### config.mk
export PLATFORM = sky130hd
export DESIGN_NAME = bfs_bit_flag_core
export DESIGN_NICKNAME = d
export VERILOG_FILES = /design/src/logic/bfs_pkg.sv /design/src/logic/bfs_shift_unit.sv /design/src/logic/bfs_bit_flag_core.sv
export VERILOG_INCLUDE_DIRS = /design/src /design/src/logic
export SDC_FILE = /design/constraint.sdc
export NUM_CORES = 2
export LEC_CHECK = 0
export BUFFER_PORTS_ARGS = -buffer_cell sky130_fd_sc_hd__buf_2
export CORE_MARGIN = 2
export CORE_UTILIZATION = 56
export CTS_CLUSTER_DIAMETER = 30
export CTS_CLUSTER_SIZE = 10
export DETAILED_ROUTE_END_ITERATION = 8
export PLACE_DENSITY = 0.72
export SYNTH_ARGS = -nofsm -noshare
export SYNTH_HDL_FRONTEND = slang
export SYNTH_SLANG_ARGS = --single-unit
### constraint.sdc
create_clock -name sys_clk -period 3.6 [get_ports sys_clk]
set_clock_uncertainty 0.2 [all_clocks]
set_input_delay 0.18 -clock sys_clk [delete_from_list [all_inputs] [get_ports sys_clk]]
set_output_delay 0.18 -clock sys_clk [all_outputs]
set_load 0.03 [all_outputs]
### src/logic/bfs_defs.svh
// Constants of the bit, flag and shift datapath: bus map, fields, opcodes, flag positions.
// Included by every design file that needs a figure; holds definitions only.
`ifndef BFS_DEFS_SVH
`define BFS_DEFS_SVH

// Wishbone byte addresses and address windows
`define BFS_ADR_OPND 10'h000
`define BFS_ADR_CMD 10'h004
`define BFS_ADR_STATUS 10'h008
`define BFS_WIN_CTRL 2'h0
`define BFS_WIN_GPR 2'h1
`define BFS_WIN_IO 2'h2

// Operand register fields
`define BFS_OPND_REG 4:0
`define BFS_OPND_BIT 10:8
`define BFS_OPND_IO 21:16

// Command register fields
`define BFS_CMD_OPCODE 5:0
`define BFS_CMD_BUSY 0
`define BFS_CMD_OP 13:8

// Opcodes
`define BFS_OP_NOP 6'h00
`define BFS_OP_SET_IO_BIT 6'h01
`define BFS_OP_CLEAR_IO_BIT 6'h02
`define BFS_OP_SHL 6'h03
`define BFS_OP_SHR 6'h04
`define BFS_OP_ROL 6'h05
`define BFS_OP_ROR 6'h06
`define BFS_OP_SWAP 6'h07
`define BFS_OP_FLAG_SET_IDX 6'h08
`define BFS_OP_FLAG_CLR_IDX 6'h09
`define BFS_OP_BIT_TO_T 6'h0A
`define BFS_OP_T_TO_BIT 6'h0B
`define BFS_OP_SLEEP 6'h0C
`define BFS_OP_WDR 6'h0D
`define BFS_OP_BREAK 6'h0E
// Dedicated flag opcodes: class in [5:3], flag position in [2:0]
`define BFS_OP_CLASS 5:3
`define BFS_OP_FLAGSEL 2:0
`define BFS_OP_DED_SET 3'h2
`define BFS_OP_DED_CLR 3'h3

// Status register bit positions
`define BFS_FLAG_C 3'h0
`define BFS_FLAG_Z 3'h1
`define BFS_FLAG_N 3'h2
`define BFS_FLAG_V 3'h3
`define BFS_FLAG_S 3'h4
`define BFS_FLAG_H 3'h5
`define BFS_FLAG_T 3'h6
`define BFS_FLAG_I 3'h7

// Reset values and masks
`define BFS_STATUS_RST 8'h00
`define BFS_MEM_RST 8'h00
`define BFS_BIT0 8'h01

`endif

### src/logic/bfs_pkg.sv
// Types shared by the bit, flag and shift datapath files.
// Assumes the constants header is included by the files that need figures.
package bfs_pkg;

  typedef enum logic [2:0]
  {
    ST_IDLE = 3'b001,
    ST_EXEC1 = 3'b010,
    ST_EXEC2 = 3'b100
  } bfs_state_type;

  typedef enum logic [2:0]
  {
    SH_LSL = 3'h0,
    SH_LSR = 3'h1,
    SH_ROL = 3'h2,
    SH_ROR = 3'h3,
    SH_SWAP = 3'h4
  } bfs_shift_type;

endpackage

### src/logic/bfs_shift_unit.sv
// Combinational shift, rotate-through-carry and nibble-swap unit with its flag results.
// Assumes the caller decides whether the flag outputs are stored.
`timescale 1ns/1ps
`include "bfs_defs.svh"

module bfs_shift_unit
  import bfs_pkg::*;
(
  input wire bfs_shift_type shiftOp, // Operation to perform
  input wire logic [7:0] dataIn, // Register value before the operation
  input wire logic carryIn, // Carry flag before the operation
  output logic [7:0] dataOut, // Register value after the operation
  output logic carryOut, // New carry
  output logic zeroOut, // New zero flag
  output logic negOut, // New negative flag
  output logic ovfOut // New overflow flag, negative xor carry
);

  always_comb
  begin
    dataOut = dataIn;
    carryOut = carryIn;
    unique case (shiftOp)
      SH_LSL:
      begin
        dataOut = {dataIn[6:0], 1'b0};
        carryOut = dataIn[7];
      end
      SH_LSR:
      begin
        dataOut = {1'b0, dataIn[7:1]};
        carryOut = dataIn[0];
      end
      SH_ROL:
      begin
        dataOut = {dataIn[6:0], carryIn};
        carryOut = dataIn[7];
      end
      SH_ROR:
      begin
        dataOut = {carryIn, dataIn[7:1]};
        carryOut = dataIn[0];
      end
      SH_SWAP:
      begin
        dataOut = {dataIn[3:0], dataIn[7:4]};
      end
      default:
      begin
        dataOut = dataIn;
      end
    endcase
  end

  assign zeroOut = (dataOut == `BFS_MEM_RST);
  assign negOut = dataOut[7];
  assign ovfOut = dataOut[7] ^ carryOut;

endmodule // bfs_shift_unit

### src/logic/bfs_bit_flag_core.sv
// Bit-manipulation, shift/rotate, status-flag and core-control executor with its
// general register file, I/O register file and status register.
// Assumes a classic Wishbone master on sys_clk; sleep, watchdog and debug logic sit outside.
`timescale 1ns/1ps
`include "bfs_defs.svh"

module bfs_bit_flag_core
  import bfs_pkg::*;
(
  input wire logic sys_clk, // Core clock, 50 MHz
  input wire logic sys_rst, // Synchronous reset, active high
  input wire logic wb_cyc_i, // Wishbone cycle
  input wire logic wb_stb_i, // Wishbone strobe
  input wire logic wb_we_i, // Wishbone write enable
  input wire logic [9:0] wb_adr_i, // Wishbone byte address
  input wire logic [3:0] wb_sel_i, // Wishbone byte lanes
  input wire logic [31:0] wb_dat_i, // Wishbone write data
  output logic [31:0] wb_dat_o, // Wishbone read data
  output logic wb_ack_o, // Wishbone acknowledge
  input wire logic debugEnable, // On-chip debugging in use
  output logic sleepReq, // One-cycle request to the power-saving logic
  output logic watchdogRestart, // One-cycle watchdog restart
  output logic breakReq, // One-cycle debug break request
  output logic [7:0] statusFlags, // Status register contents
  output logic busy // Instruction in progress
);

  logic [7:0] gprMem [0:31];
  logic [7:0] ioMem [0:63];
  logic [31:0] operand_ff;
  bfs_state_type state_ff;
  logic [5:0] cmdOp_ff;
  logic [4:0] cmdReg_ff;
  logic [2:0] cmdBit_ff;
  logic [5:0] cmdIo_ff;
  logic [7:0] ioTmp_ff;
  logic [7:0] status_ff;
  logic [31:0] wbDat_ff;
  logic wbAck_ff;
  logic sleep_ff;
  logic wdt_ff;
  logic brk_ff;
  logic busy_ff;

  logic busReq;
  logic busWr;
  logic isCtrl;
  logic isGpr;
  logic isIo;
  logic cmdStart;
  logic gprBusWe;
  logic ioBusWe;
  logic statusBusWe;
  logic [31:0] rdData;
  logic [7:0] curReg;
  logic [7:0] curIo;
  logic [7:0] bitMask;
  logic inExec1;
  bfs_shift_type shiftSel;
  logic shiftFlags;
  logic shiftUse;
  logic [7:0] shiftData;
  logic shiftC;
  logic shiftZ;
  logic shiftN;
  logic shiftV;
  logic execGprWe;
  logic [7:0] execGprData;
  logic ioExecWe;
  logic [7:0] ioExecData;

  // Bus decode; writes take effect on the edge where the master samples ack
  assign busReq = wb_cyc_i & wb_stb_i;
  assign busWr = busReq & wb_we_i & wbAck_ff;
  assign isCtrl = (wb_adr_i[9:8] == `BFS_WIN_CTRL);
  assign isGpr = (wb_adr_i[9:8] == `BFS_WIN_GPR) & ~wb_adr_i[7];
  assign isIo = (wb_adr_i[9:8] == `BFS_WIN_IO);
  // Storage writes are dropped while an instruction runs so it sees stable operands
  assign cmdStart = busWr & wb_sel_i[0] & (wb_adr_i == `BFS_ADR_CMD) & (state_ff == ST_IDLE);
  assign gprBusWe = busWr & wb_sel_i[0] & isGpr & (state_ff == ST_IDLE);
  assign ioBusWe = busWr & wb_sel_i[0] & isIo & (state_ff == ST_IDLE);
  assign statusBusWe = busWr & wb_sel_i[0] & (wb_adr_i == `BFS_ADR_STATUS)
                       & (state_ff == ST_IDLE);

  always_ff @(posedge sys_clk)
  begin
    if (sys_rst)
    begin
      wbAck_ff <= 1'b0;
      wbDat_ff <= 32'h0000_0000;
    end
    else
    begin
      wbAck_ff <= busReq & ~wbAck_ff;
      if (busReq & ~wbAck_ff)
        wbDat_ff <= rdData;
    end
  end

  always_comb
  begin
    rdData = 32'h0000_0000;
    if (isCtrl)
    begin
      if (wb_adr_i == `BFS_ADR_OPND)
        rdData = operand_ff;
      else if (wb_adr_i == `BFS_ADR_CMD)
      begin
        rdData[`BFS_CMD_OP] = cmdOp_ff;
        rdData[`BFS_CMD_BUSY] = busy_ff;
      end
      else if (wb_adr_i == `BFS_ADR_STATUS)
        rdData[7:0] = status_ff;
    end
    else if (isGpr)
      rdData[7:0] = gprMem[wb_adr_i[6:2]];
    else if (isIo)
      rdData[7:0] = ioMem[wb_adr_i[7:2]];
  end

  genvar g;
  generate
    for (g = 0; g < 4; g = g + 1)
    begin : gOpndLane
      always_ff @(posedge sys_clk)
      begin
        if (sys_rst)
          operand_ff[8*g +: 8] <= 8'h00;
        else if (busWr & wb_sel_i[g] & (wb_adr_i == `BFS_ADR_OPND))
          operand_ff[8*g +: 8] <= wb_dat_i[8*g +: 8];
      end
    end
  endgenerate

  // Operands are frozen at issue so a later operand write cannot disturb a running op
  always_ff @(posedge sys_clk)
  begin
    if (sys_rst)
    begin
      cmdOp_ff <= `BFS_OP_NOP;
      cmdReg_ff <= 5'h00;
      cmdBit_ff <= 3'h0;
      cmdIo_ff <= 6'h00;
    end
    else if (cmdStart)
    begin
      cmdOp_ff <= wb_dat_i[`BFS_CMD_OPCODE];
      cmdReg_ff <= operand_ff[`BFS_OPND_REG];
      cmdBit_ff <= operand_ff[`BFS_OPND_BIT];
      cmdIo_ff <= operand_ff[`BFS_OPND_IO];
    end
  end

  always_ff @(posedge sys_clk)
  begin
    if (sys_rst)
    begin
      state_ff <= ST_IDLE;
      busy_ff <= 1'b0;
    end
    else
    begin
      unique case (state_ff)
        ST_IDLE:
        begin
          if (cmdStart)
          begin
            state_ff <= ST_EXEC1;
            busy_ff <= 1'b1;
          end
        end
        ST_EXEC1:
        begin
          if ((cmdOp_ff == `BFS_OP_SET_IO_BIT) || (cmdOp_ff == `BFS_OP_CLEAR_IO_BIT))
            state_ff <= ST_EXEC2;
          else
          begin
            state_ff <= ST_IDLE;
            busy_ff <= 1'b0;
          end
        end
        ST_EXEC2:
        begin
          state_ff <= ST_IDLE;
          busy_ff <= 1'b0;
        end
        default:
        begin
          state_ff <= ST_IDLE;
          busy_ff <= 1'b0;
        end
      endcase
    end
  end

  assign inExec1 = (state_ff == ST_EXEC1);
  assign curReg = gprMem[cmdReg_ff];
  assign curIo = ioMem[cmdIo_ff];
  assign bitMask = `BFS_BIT0 << cmdBit_ff;

  always_comb
  begin
    shiftSel = SH_LSL;
    shiftUse = 1'b0;
    shiftFlags = 1'b1;
    case (cmdOp_ff)
      `BFS_OP_SHL: shiftUse = 1'b1;
      `BFS_OP_SHR:
      begin
        shiftSel = SH_LSR;
        shiftUse = 1'b1;
      end
      `BFS_OP_ROL:
      begin
        shiftSel = SH_ROL;
        shiftUse = 1'b1;
      end
      `BFS_OP_ROR:
      begin
        shiftSel = SH_ROR;
        shiftUse = 1'b1;
      end
      `BFS_OP_SWAP:
      begin
        shiftSel = SH_SWAP;
        shiftUse = 1'b1;
        shiftFlags = 1'b0;
      end
      default: shiftFlags = 1'b0;
    endcase
  end

  bfs_shift_unit uShift
  (
    .shiftOp(shiftSel),
    .dataIn(curReg),
    .carryIn(status_ff[`BFS_FLAG_C]),
    .dataOut(shiftData),
    .carryOut(shiftC),
    .zeroOut(shiftZ),
    .negOut(shiftN),
    .ovfOut(shiftV)
  );

  always_comb
  begin
    execGprWe = 1'b0;
    execGprData = curReg;
    if (inExec1 && shiftUse)
    begin
      execGprWe = 1'b1;
      execGprData = shiftData;
    end
    else if (inExec1 && (cmdOp_ff == `BFS_OP_T_TO_BIT))
    begin
      execGprWe = 1'b1;
      execGprData[cmdBit_ff] = status_ff[`BFS_FLAG_T];
    end
  end

  // Read in the first cycle, written back in the second: a plain read-modify-write
  assign ioExecWe = (state_ff == ST_EXEC2);
  assign ioExecData = (cmdOp_ff == `BFS_OP_SET_IO_BIT) ? (ioTmp_ff | bitMask)
                      : (ioTmp_ff & ~bitMask);

  always_ff @(posedge sys_clk)
  begin
    if (sys_rst)
      ioTmp_ff <= `BFS_MEM_RST;
    else if (inExec1)
      ioTmp_ff <= curIo;
  end

  generate
    for (g = 0; g < 32; g = g + 1)
    begin : gGpr
      always_ff @(posedge sys_clk)
      begin
        if (sys_rst)
          gprMem[g] <= `BFS_MEM_RST;
        else if (gprBusWe && (wb_adr_i[6:2] == 5'(g)))
          gprMem[g] <= wb_dat_i[7:0];
        else if (execGprWe && (cmdReg_ff == 5'(g)))
          gprMem[g] <= execGprData;
      end
    end
    for (g = 0; g < 64; g = g + 1)
    begin : gIo
      always_ff @(posedge sys_clk)
      begin
        if (sys_rst)
          ioMem[g] <= `BFS_MEM_RST;
        else if (ioBusWe && (wb_adr_i[7:2] == 6'(g)))
          ioMem[g] <= wb_dat_i[7:0];
        else if (ioExecWe && (cmdIo_ff == 6'(g)))
          ioMem[g] <= ioExecData;
      end
    end
  endgenerate

  // Only the bits an instruction names are written; all others hold
  always_ff @(posedge sys_clk)
  begin
    if (sys_rst)
      status_ff <= `BFS_STATUS_RST;
    else if (statusBusWe)
      status_ff <= wb_dat_i[7:0];
    else if (inExec1)
    begin
      if (shiftFlags)
      begin
        status_ff[`BFS_FLAG_C] <= shiftC;
        status_ff[`BFS_FLAG_Z] <= shiftZ;
        status_ff[`BFS_FLAG_N] <= shiftN;
        status_ff[`BFS_FLAG_V] <= shiftV;
      end
      if (cmdOp_ff == `BFS_OP_FLAG_SET_IDX)
        status_ff[cmdBit_ff] <= 1'b1;
      if (cmdOp_ff == `BFS_OP_FLAG_CLR_IDX)
        status_ff[cmdBit_ff] <= 1'b0;
      if (cmdOp_ff == `BFS_OP_BIT_TO_T)
        status_ff[`BFS_FLAG_T] <= curReg[cmdBit_ff];
      if (cmdOp_ff[`BFS_OP_CLASS] == `BFS_OP_DED_SET)
        status_ff[cmdOp_ff[`BFS_OP_FLAGSEL]] <= 1'b1;
      if (cmdOp_ff[`BFS_OP_CLASS] == `BFS_OP_DED_CLR)
        status_ff[cmdOp_ff[`BFS_OP_FLAGSEL]] <= 1'b0;
    end
  end

  always_ff @(posedge sys_clk)
  begin
    if (sys_rst)
    begin
      sleep_ff <= 1'b0;
      wdt_ff <= 1'b0;
      brk_ff <= 1'b0;
    end
    else
    begin
      sleep_ff <= inExec1 && (cmdOp_ff == `BFS_OP_SLEEP);
      wdt_ff <= inExec1 && (cmdOp_ff == `BFS_OP_WDR);
      // Without a debugger attached the break falls through as a no-operation
      brk_ff <= inExec1 && (cmdOp_ff == `BFS_OP_BREAK) && debugEnable;
    end
  end

  assign wb_dat_o = wbDat_ff;
  assign wb_ack_o = wbAck_ff;
  assign sleepReq = sleep_ff;
  assign watchdogRestart = wdt_ff;
  assign breakReq = brk_ff;
  assign statusFlags = status_ff;
  assign busy = busy_ff;

  logic curMsb;
  logic curLsb;
  logic carryNow;
  assign curMsb = curReg[7];
  assign curLsb = curReg[0];
  assign carryNow = status_ff[`BFS_FLAG_C];
endmodule // bfs_bit_flag_core

Word level (Yosys, flattened, before mapping). Memories as Yosys holds them, arrays and structs flattened. A register that Yosys moved wholly into a read port is not among the register bits. Index checks and enable logic that the tools add are counted.

Equal/unequal tests: 217. Divide/modulo/power cells: 0. $add $sub $neg: 0. Bitwise logic cells: 225. $mul: 0. Muxes and demuxes: 924. Shift operators: 1. Reduce and logical (&&, ||, !) cells: 215. Order comparisons: 4.

Operators with widths (number): 2-to-1 mux 8 bit (214); 2-to-1 mux 1 bit (688); equality test 6 bit (second input constant) (64); logical AND 1 bit (200); equality test 6 x 5 -> 1 bit (second input constant) (32); bitwise OR 1 bit (192); equality test 5 bit (second input constant) (32); equality test 6 x 4 -> 1 bit (second input constant) (23); equality test 5 x 4 -> 1 bit (second input constant) (16); equality test 6 x 3 -> 1 bit (second input constant) (12); equality test 5 x 3 -> 1 bit (second input constant) (8); one-hot mux 8 bit (5 select lines) (1); equality test 6 x 2 -> 1 bit (second input constant) (6); bitwise AND 8 bit (3); 2-to-1 mux 24 bit (1); NOT 8 bit (3); bitwise OR 8 bit (3); bitwise AND 1 bit (21); equality test 5 x 2 -> 1 bit (second input constant) (4); equality test 6 x 1 -> 1 bit (second input constant) (3); 2-to-1 mux 18 bit (1); 2-to-1 mux 4 bit (4); equality test 3 x 2 -> 1 bit (second input constant) (5); 2-to-1 mux 14 bit (1); 35 further kinds (49).

Register bits: 100. Word-level logic and storage cells: 1604. Input bits: 52. Memory bits (read-only): 0. Latch bits: 0. Memories: 2. Memory bits (writable): 768.

Memories: ioMem (words 64, width 8, read ports 2, clocked after Yosys merged registers in 1, write ports 64, RTL line bfs_bit_flag_core.sv:29) `logic [7:0] ioMem [0:63];`; gprMem (words 32, width 8, read ports 2, clocked after Yosys merged registers in 1, write ports 32, RTL line bfs_bit_flag_core.sv:28) `logic [7:0] gprMem [0:31];`.

Depth between registers and ports, before layout.
Word-level depth: 33. Mapped depth: 13. Gate-level depth less buffers: 8.

By module. A second synthesis with hierarchy kept.

Cell total of the unflattened synthesis: 3838. Area, all modules: 49286.0 um^2.

Modules (own cells, without submodules): bfs_bit_flag_core (instances 1, cells an instance 3767, seq. area each 25324.3 um^2, area an instance 48780.5 um^2); bfs_shift_unit (instances 1, cells an instance 71, seq. area each 0.0 um^2, area an instance 505.5 um^2).

Least setup slack after synthesis. Ideal clock, no wire load.

Kind: flip-flop to flip-flop. Start: register wbAck_ff (netlist: wb_ack_o). End: memory gprMem[18][6] (data pin). Cell stages (with the launch flop): 10. Arrival: 2699 ps. Path slack: 548 ps. Cell sequence: dfxtp_1 -> nand4_1 -> or4b_1 -> nor4b_2 -> nand2b_1 -> clkbuf_1 -> buf_6 -> nor2_1 -> nand2_1 -> o21ai_0.

RTL lines: start, declared (RTL line bfs_bit_flag_core.sv:39) `logic wbAck_ff;`; start signal, assigned (RTL line bfs_bit_flag_core.sv:94) `wbAck_ff <= busReq & ~wbAck_ff;`; end, declared (RTL line bfs_bit_flag_core.sv:28).

==> run_results.csv <==
group,metric,value,unit
status,run_status,"finished, final reports clean",
cells_and_area,final_layout_size_suffix_gt1_share,28.2,%
worst_setup_path,start_kind,"register",
power_and_ir_drop,pwr-share-comb,6.5,%
placed_design,routabilityCongestion,1.05,
worst_setup_path,critical_path.top_delay_family,"simple AND/OR/NAND/NOR gates",
detailed_routing,drt_iter0_markers,8132,
cells_and_area,final.fill_count,5931,
worst_setup_path,path_cells,"nand4_1, nor4b_1, buf_4, and2_1, buf_12, nand2_1, nor2_1, buf_4, nand2_1, o21ai_0",
worst_setup_path,cp-end-kind,"register",
global_routing,globalRoute.totalOverflow,0,
clocking,insertion_delay,780,ps
floorplan,full_die_area,0.0931,mm2
placed_design,hpwlAfterDp,132000,um
detailed_routing,routed_wl,197000,um
detailed_routing,drt-vias-per-instance,7.43,
worst_setup_path,r2r-start,"wb_ack_o$_SDFF_PP0_",
synthesis,ys_warn_count,0,
detailed_routing,drc_violations,0,
clocking,clk_root_buffer_cell,"sky130_fd_sc_hd__clkbuf_16",
floorplan,floorplan.initialDensity,56.4,%
worst_setup_path,worst_r2r_path_depth,10,
synthesis,synth_flop_cell,"sky130_fd_sc_hd__edfxtp_1",
timing,max_transition_margin,17.9,%
power_and_ir_drop,irDropWorstVdd,443,uV
global_routing,grt_util_all_layers,42.0,%
worst_setup_path,critPathMaxStageDelay,790,ps
cells_and_area,area_taken_by_flip_flops_and_latches,0.0253,mm2
detailed_routing,first_pass_iters,8,
global_routing,grt_start_max_net_pins,90,
clocking,numClockSinks,881,
min_path,hp-class,"input pin to register",
timing,timing.final.hold_violations,0,
synthesis,synth_cell_types,69,
power_and_ir_drop,power.leakage,0.0214,uW
power_and_ir_drop,power.clock.fraction,56.4,%
worst_setup_path,worst-path-max-fanout,17,
worst_setup_path,critPathBufInv,3,
synthesis,synth_seq_area_share,49.8,%
run,drv.max_cap_violation_count,0,
detailed_routing,route.vias.total,43937,
min_path,worstHoldPathCells,4,
min_path,min-delay-start,"wb_adr_i[7]",
timing,layout_min_cycle_time,3520,ps
floorplan,placeableCoreArea,0.0900,mm2
detailed_routing,ant_nets,0,
timing,rsz_0062_raised_after_global_routing,"false",
placed_design,io_buffers,96,
clocking,tritoncts,"done",
global_routing,grt_pass1_vias,42509,
synthesis,netlist_area,0.0508,mm2
synthesis,synthesis.nets,4262,
floorplan,row_count,110,
synthesis,synth-edff-count,768,
cells_and_area,finalNetCount,4627,
power_and_ir_drop,switchingPower,7470,uW
power_and_ir_drop,power.total,31200,uW
global_routing,number_of_antenna_violations_at_the_first_check_in_global_routing,15,
min_path,min_to,"wb_dat_o[5]$_SDFFE_PP0P_",
synthesis,post_synthesis_sequential_element_count,881,
synthesis,synthesis.instances,4210,
synthesis,synth_top_cell_area_share,45.4,%
clocking,cts_inserted_buffers,186,
worst_setup_path,path_class,"register to register",
worst_setup_path,rrSetupSlack,80,ps
worst_setup_path,worstPathArrival,3910,ps
power_and_ir_drop,sequentialPowerShare,37.1,%
synthesis,yosys-top-cells-area,"sky130_fd_sc_hd__edfxtp_1 (45%), sky130_fd_sc_hd__mux4_2 (21%), sky130_fd_sc_hd__nand2_1 (5.8%)",
clocking,cts.htree.levels,4,
timing,fin_setup_tns,0,ps
power_and_ir_drop,cellInternalPower,23700,uW
worst_setup_path,timing.critical_path.required,4000,ps
timing,max_freq,0.284,GHz
cells_and_area,areaGrowthSynthToFinish,22.9,%
floorplan,die_w,305,um
timing,timing_max_transition_violations_final,0,
floorplan,floorplan.io_pins,97,
timing,fin_crit_sh,97.7,%
timing,setup_violations,0,
power_and_ir_drop,power.switching_fraction,23.9,%
detailed_routing,avgRoutedWirePerCell,33.3,um
power_and_ir_drop,total_power_per_unit_cell_area,500,mW/mm2
timing,max_slew.worst_pin.slew,1230,ps
worst_setup_path,worst_path_max_delay_cell,"sky130_fd_sc_hd__nor4b_1",
floorplan,die_h,305,um
synthesis,synth_top_area_cell,"sky130_fd_sc_hd__edfxtp_1",
clocking,cts_max_path_buffers,3,
cells_and_area,multiInputGateArea,0.0239,mm2
synthesis,async_flop_share,0,%
global_routing,grt_pass1_wl,286000,um
synthesis,synth.avg_cell_area,12.1,um2
worst_setup_path,worst_r2r_endpoint,"ioMem[26][7]$_DFFE_PP_",
clocking,clkTransAtPathRegs,50,ps
[worst min-delay path: stages]
cell                      delay [ps]
sky130_fd_sc_hd__buf_2           280
sky130_fd_sc_hd__o21a_1          250
sky130_fd_sc_hd__o21ai_1         140
sky130_fd_sc_hd__a32o_1          170
[cell usage in the layout, fill, tap and decap left out, drive strengths merged, types with 11 or more instances in the layout]
cell type	netlist	routed
nand2	787	787
edfxtp	768	768
o21ai	549	549
buf	94	477
mux4	472	472
a22o	249	249
nor2	232	232
clkbuf	311	212
a21oi	117	117
dfxtp	113	113
nand3	105	105
dlygate4sd3	0	102
a221o	87	87
clkinv	1	76
nor3	40	40
mux2i	38	38
nand2b	30	30
inv	10	29
bufinv	0	24
nor2b	22	22
clkinvlp	0	19
o22ai	13	13
and2	12	12
o21a	12	12
a22oi	11	11
a31oi	11	11
[flip-flops by register name (all words and copies together), names as in the netlist, 3 cells and up, named ones only]
signal / flops
ioMem: 512
gprMem: 256
operand_ff: 32
wb_dat_o: 32
ioTmp_ff: 8
statusFlags: 8
cmdIo_ff: 6
cmdOp_ff: 6
cmdReg_ff: 5
cmdBit_ff: 3
state_ff: 3
[worst max path at each step]
| stage | start | end | slack (ps) | depth (start not counted) |
|---|---|---|---|---|
| finish | wb_ack_o$_SDFF_PP0_ | ioMem[26][7]$_DFFE_PP_ | 80 | 10 |
| global route | register | gprMem[28][3]$_DFFE_PP_ | 2 | 11 |
| CTS | register | gprMem[29][6]$_DFFE_PP_ | 80 | 11 |
| detailed placement | register | gprMem[29][6]$_DFFE_PP_ | 110 | 11 |
| global placement | register | gprMem[12][3]$_DFFE_PP_ | 170 | 9 |
| floorplan | wb_ack_o$_SDFF_PP0_ | gprMem[18][6]$_DFFE_PP_ | 550 | 9 |
[cells in the mapped netlist (all sizes together) (22+ instances only)]
master and count:
a21oi 117, nand2b 30, edfxtp 768, nand3 105
nor2b 22, buf 94, a22o 249, clkbuf 311
dfxtp 113, nor3 40, nor2 232, mux4 472
a221o 87, o21ai 549, mux2i 38, nand2 787
[layer usage]
metal / global-route usage, % / vias to the layer above / share of wire (%)
met3: 17.9 / 822 / 18
met5: 1.19 / - / 0.19
met4: 20.0 / 28 / 5.7
met1: 53.4 / 21390 / 33
met2: 62.2 / 4368 / 44
li1: - / 17329 / -
[cell families (layout without fill, tap and decap cells)]
logic type / count (synthesis) / in the layout / share of synthesized area [%]
DFF: 881 / 881 / 49.8
and+or+nand+nor: 1283 / 1283 / 10.6
other: 0 / 4 / 0
AOI/OAI and AO/OA: 1112 / 1112 / 14.3
muxes: 518 / 518 / 21.8
buffers and inverters: 416 / 939 / 3.38
[repair_timing]
item / 4_1_cts / 5_1_grt
resized for setup: 0 / 8
setup endpoints to repair: 0 / 146
hold endpoints to repair: 280 / 0
setup buffers: 0 / 5
hold buffers: 102 / 0
[area by class of cell]
cell class                      count  area share, %
Multi-Input combinational cell   2913           38.3
Antenna cell                        4         0.0160
Tap cell                         1176           2.36
Sequential cell                   881           40.6
Inverter                           11         0.0661
Clock inverter                    137           2.56
Clock buffer                      209           7.85
Timing Repair Buffer              582           8.24
[power groups by stage]
stage / sequential, uW / combinational (uW) / clock [uW]
global placement: 11700 / 1830 / 0
CTS: 11600 / 1910 / 17500
floorplan: 11700 / 1130 / 0
global route: 11600 / 2030 / 18100
finish: 11600 / 2020 / 17600
detailed placement: 11700 / 1850 / 0
[per-stage QoR]
step | worst slack, ps | utilization [%] | instances | hold WS (ps) | cell area, um2
detailed placement | 110 | 60.9 | 5455 | 205 | 54800
CTS | 78.2 | 69.2 | 5903 | 35.1 | 62300
global route | 2.20 | 69.3 | 5909 | 127 | 62400
floorplan | 548 | - | 4210 | 93.8 | 50800
global placement | 172 | 60.9 | 5455 | 202 | 54800
finish | 81.7 | 69.3 | 5913 | 67.5 | 62400
(Power assumes the default switching activity.)
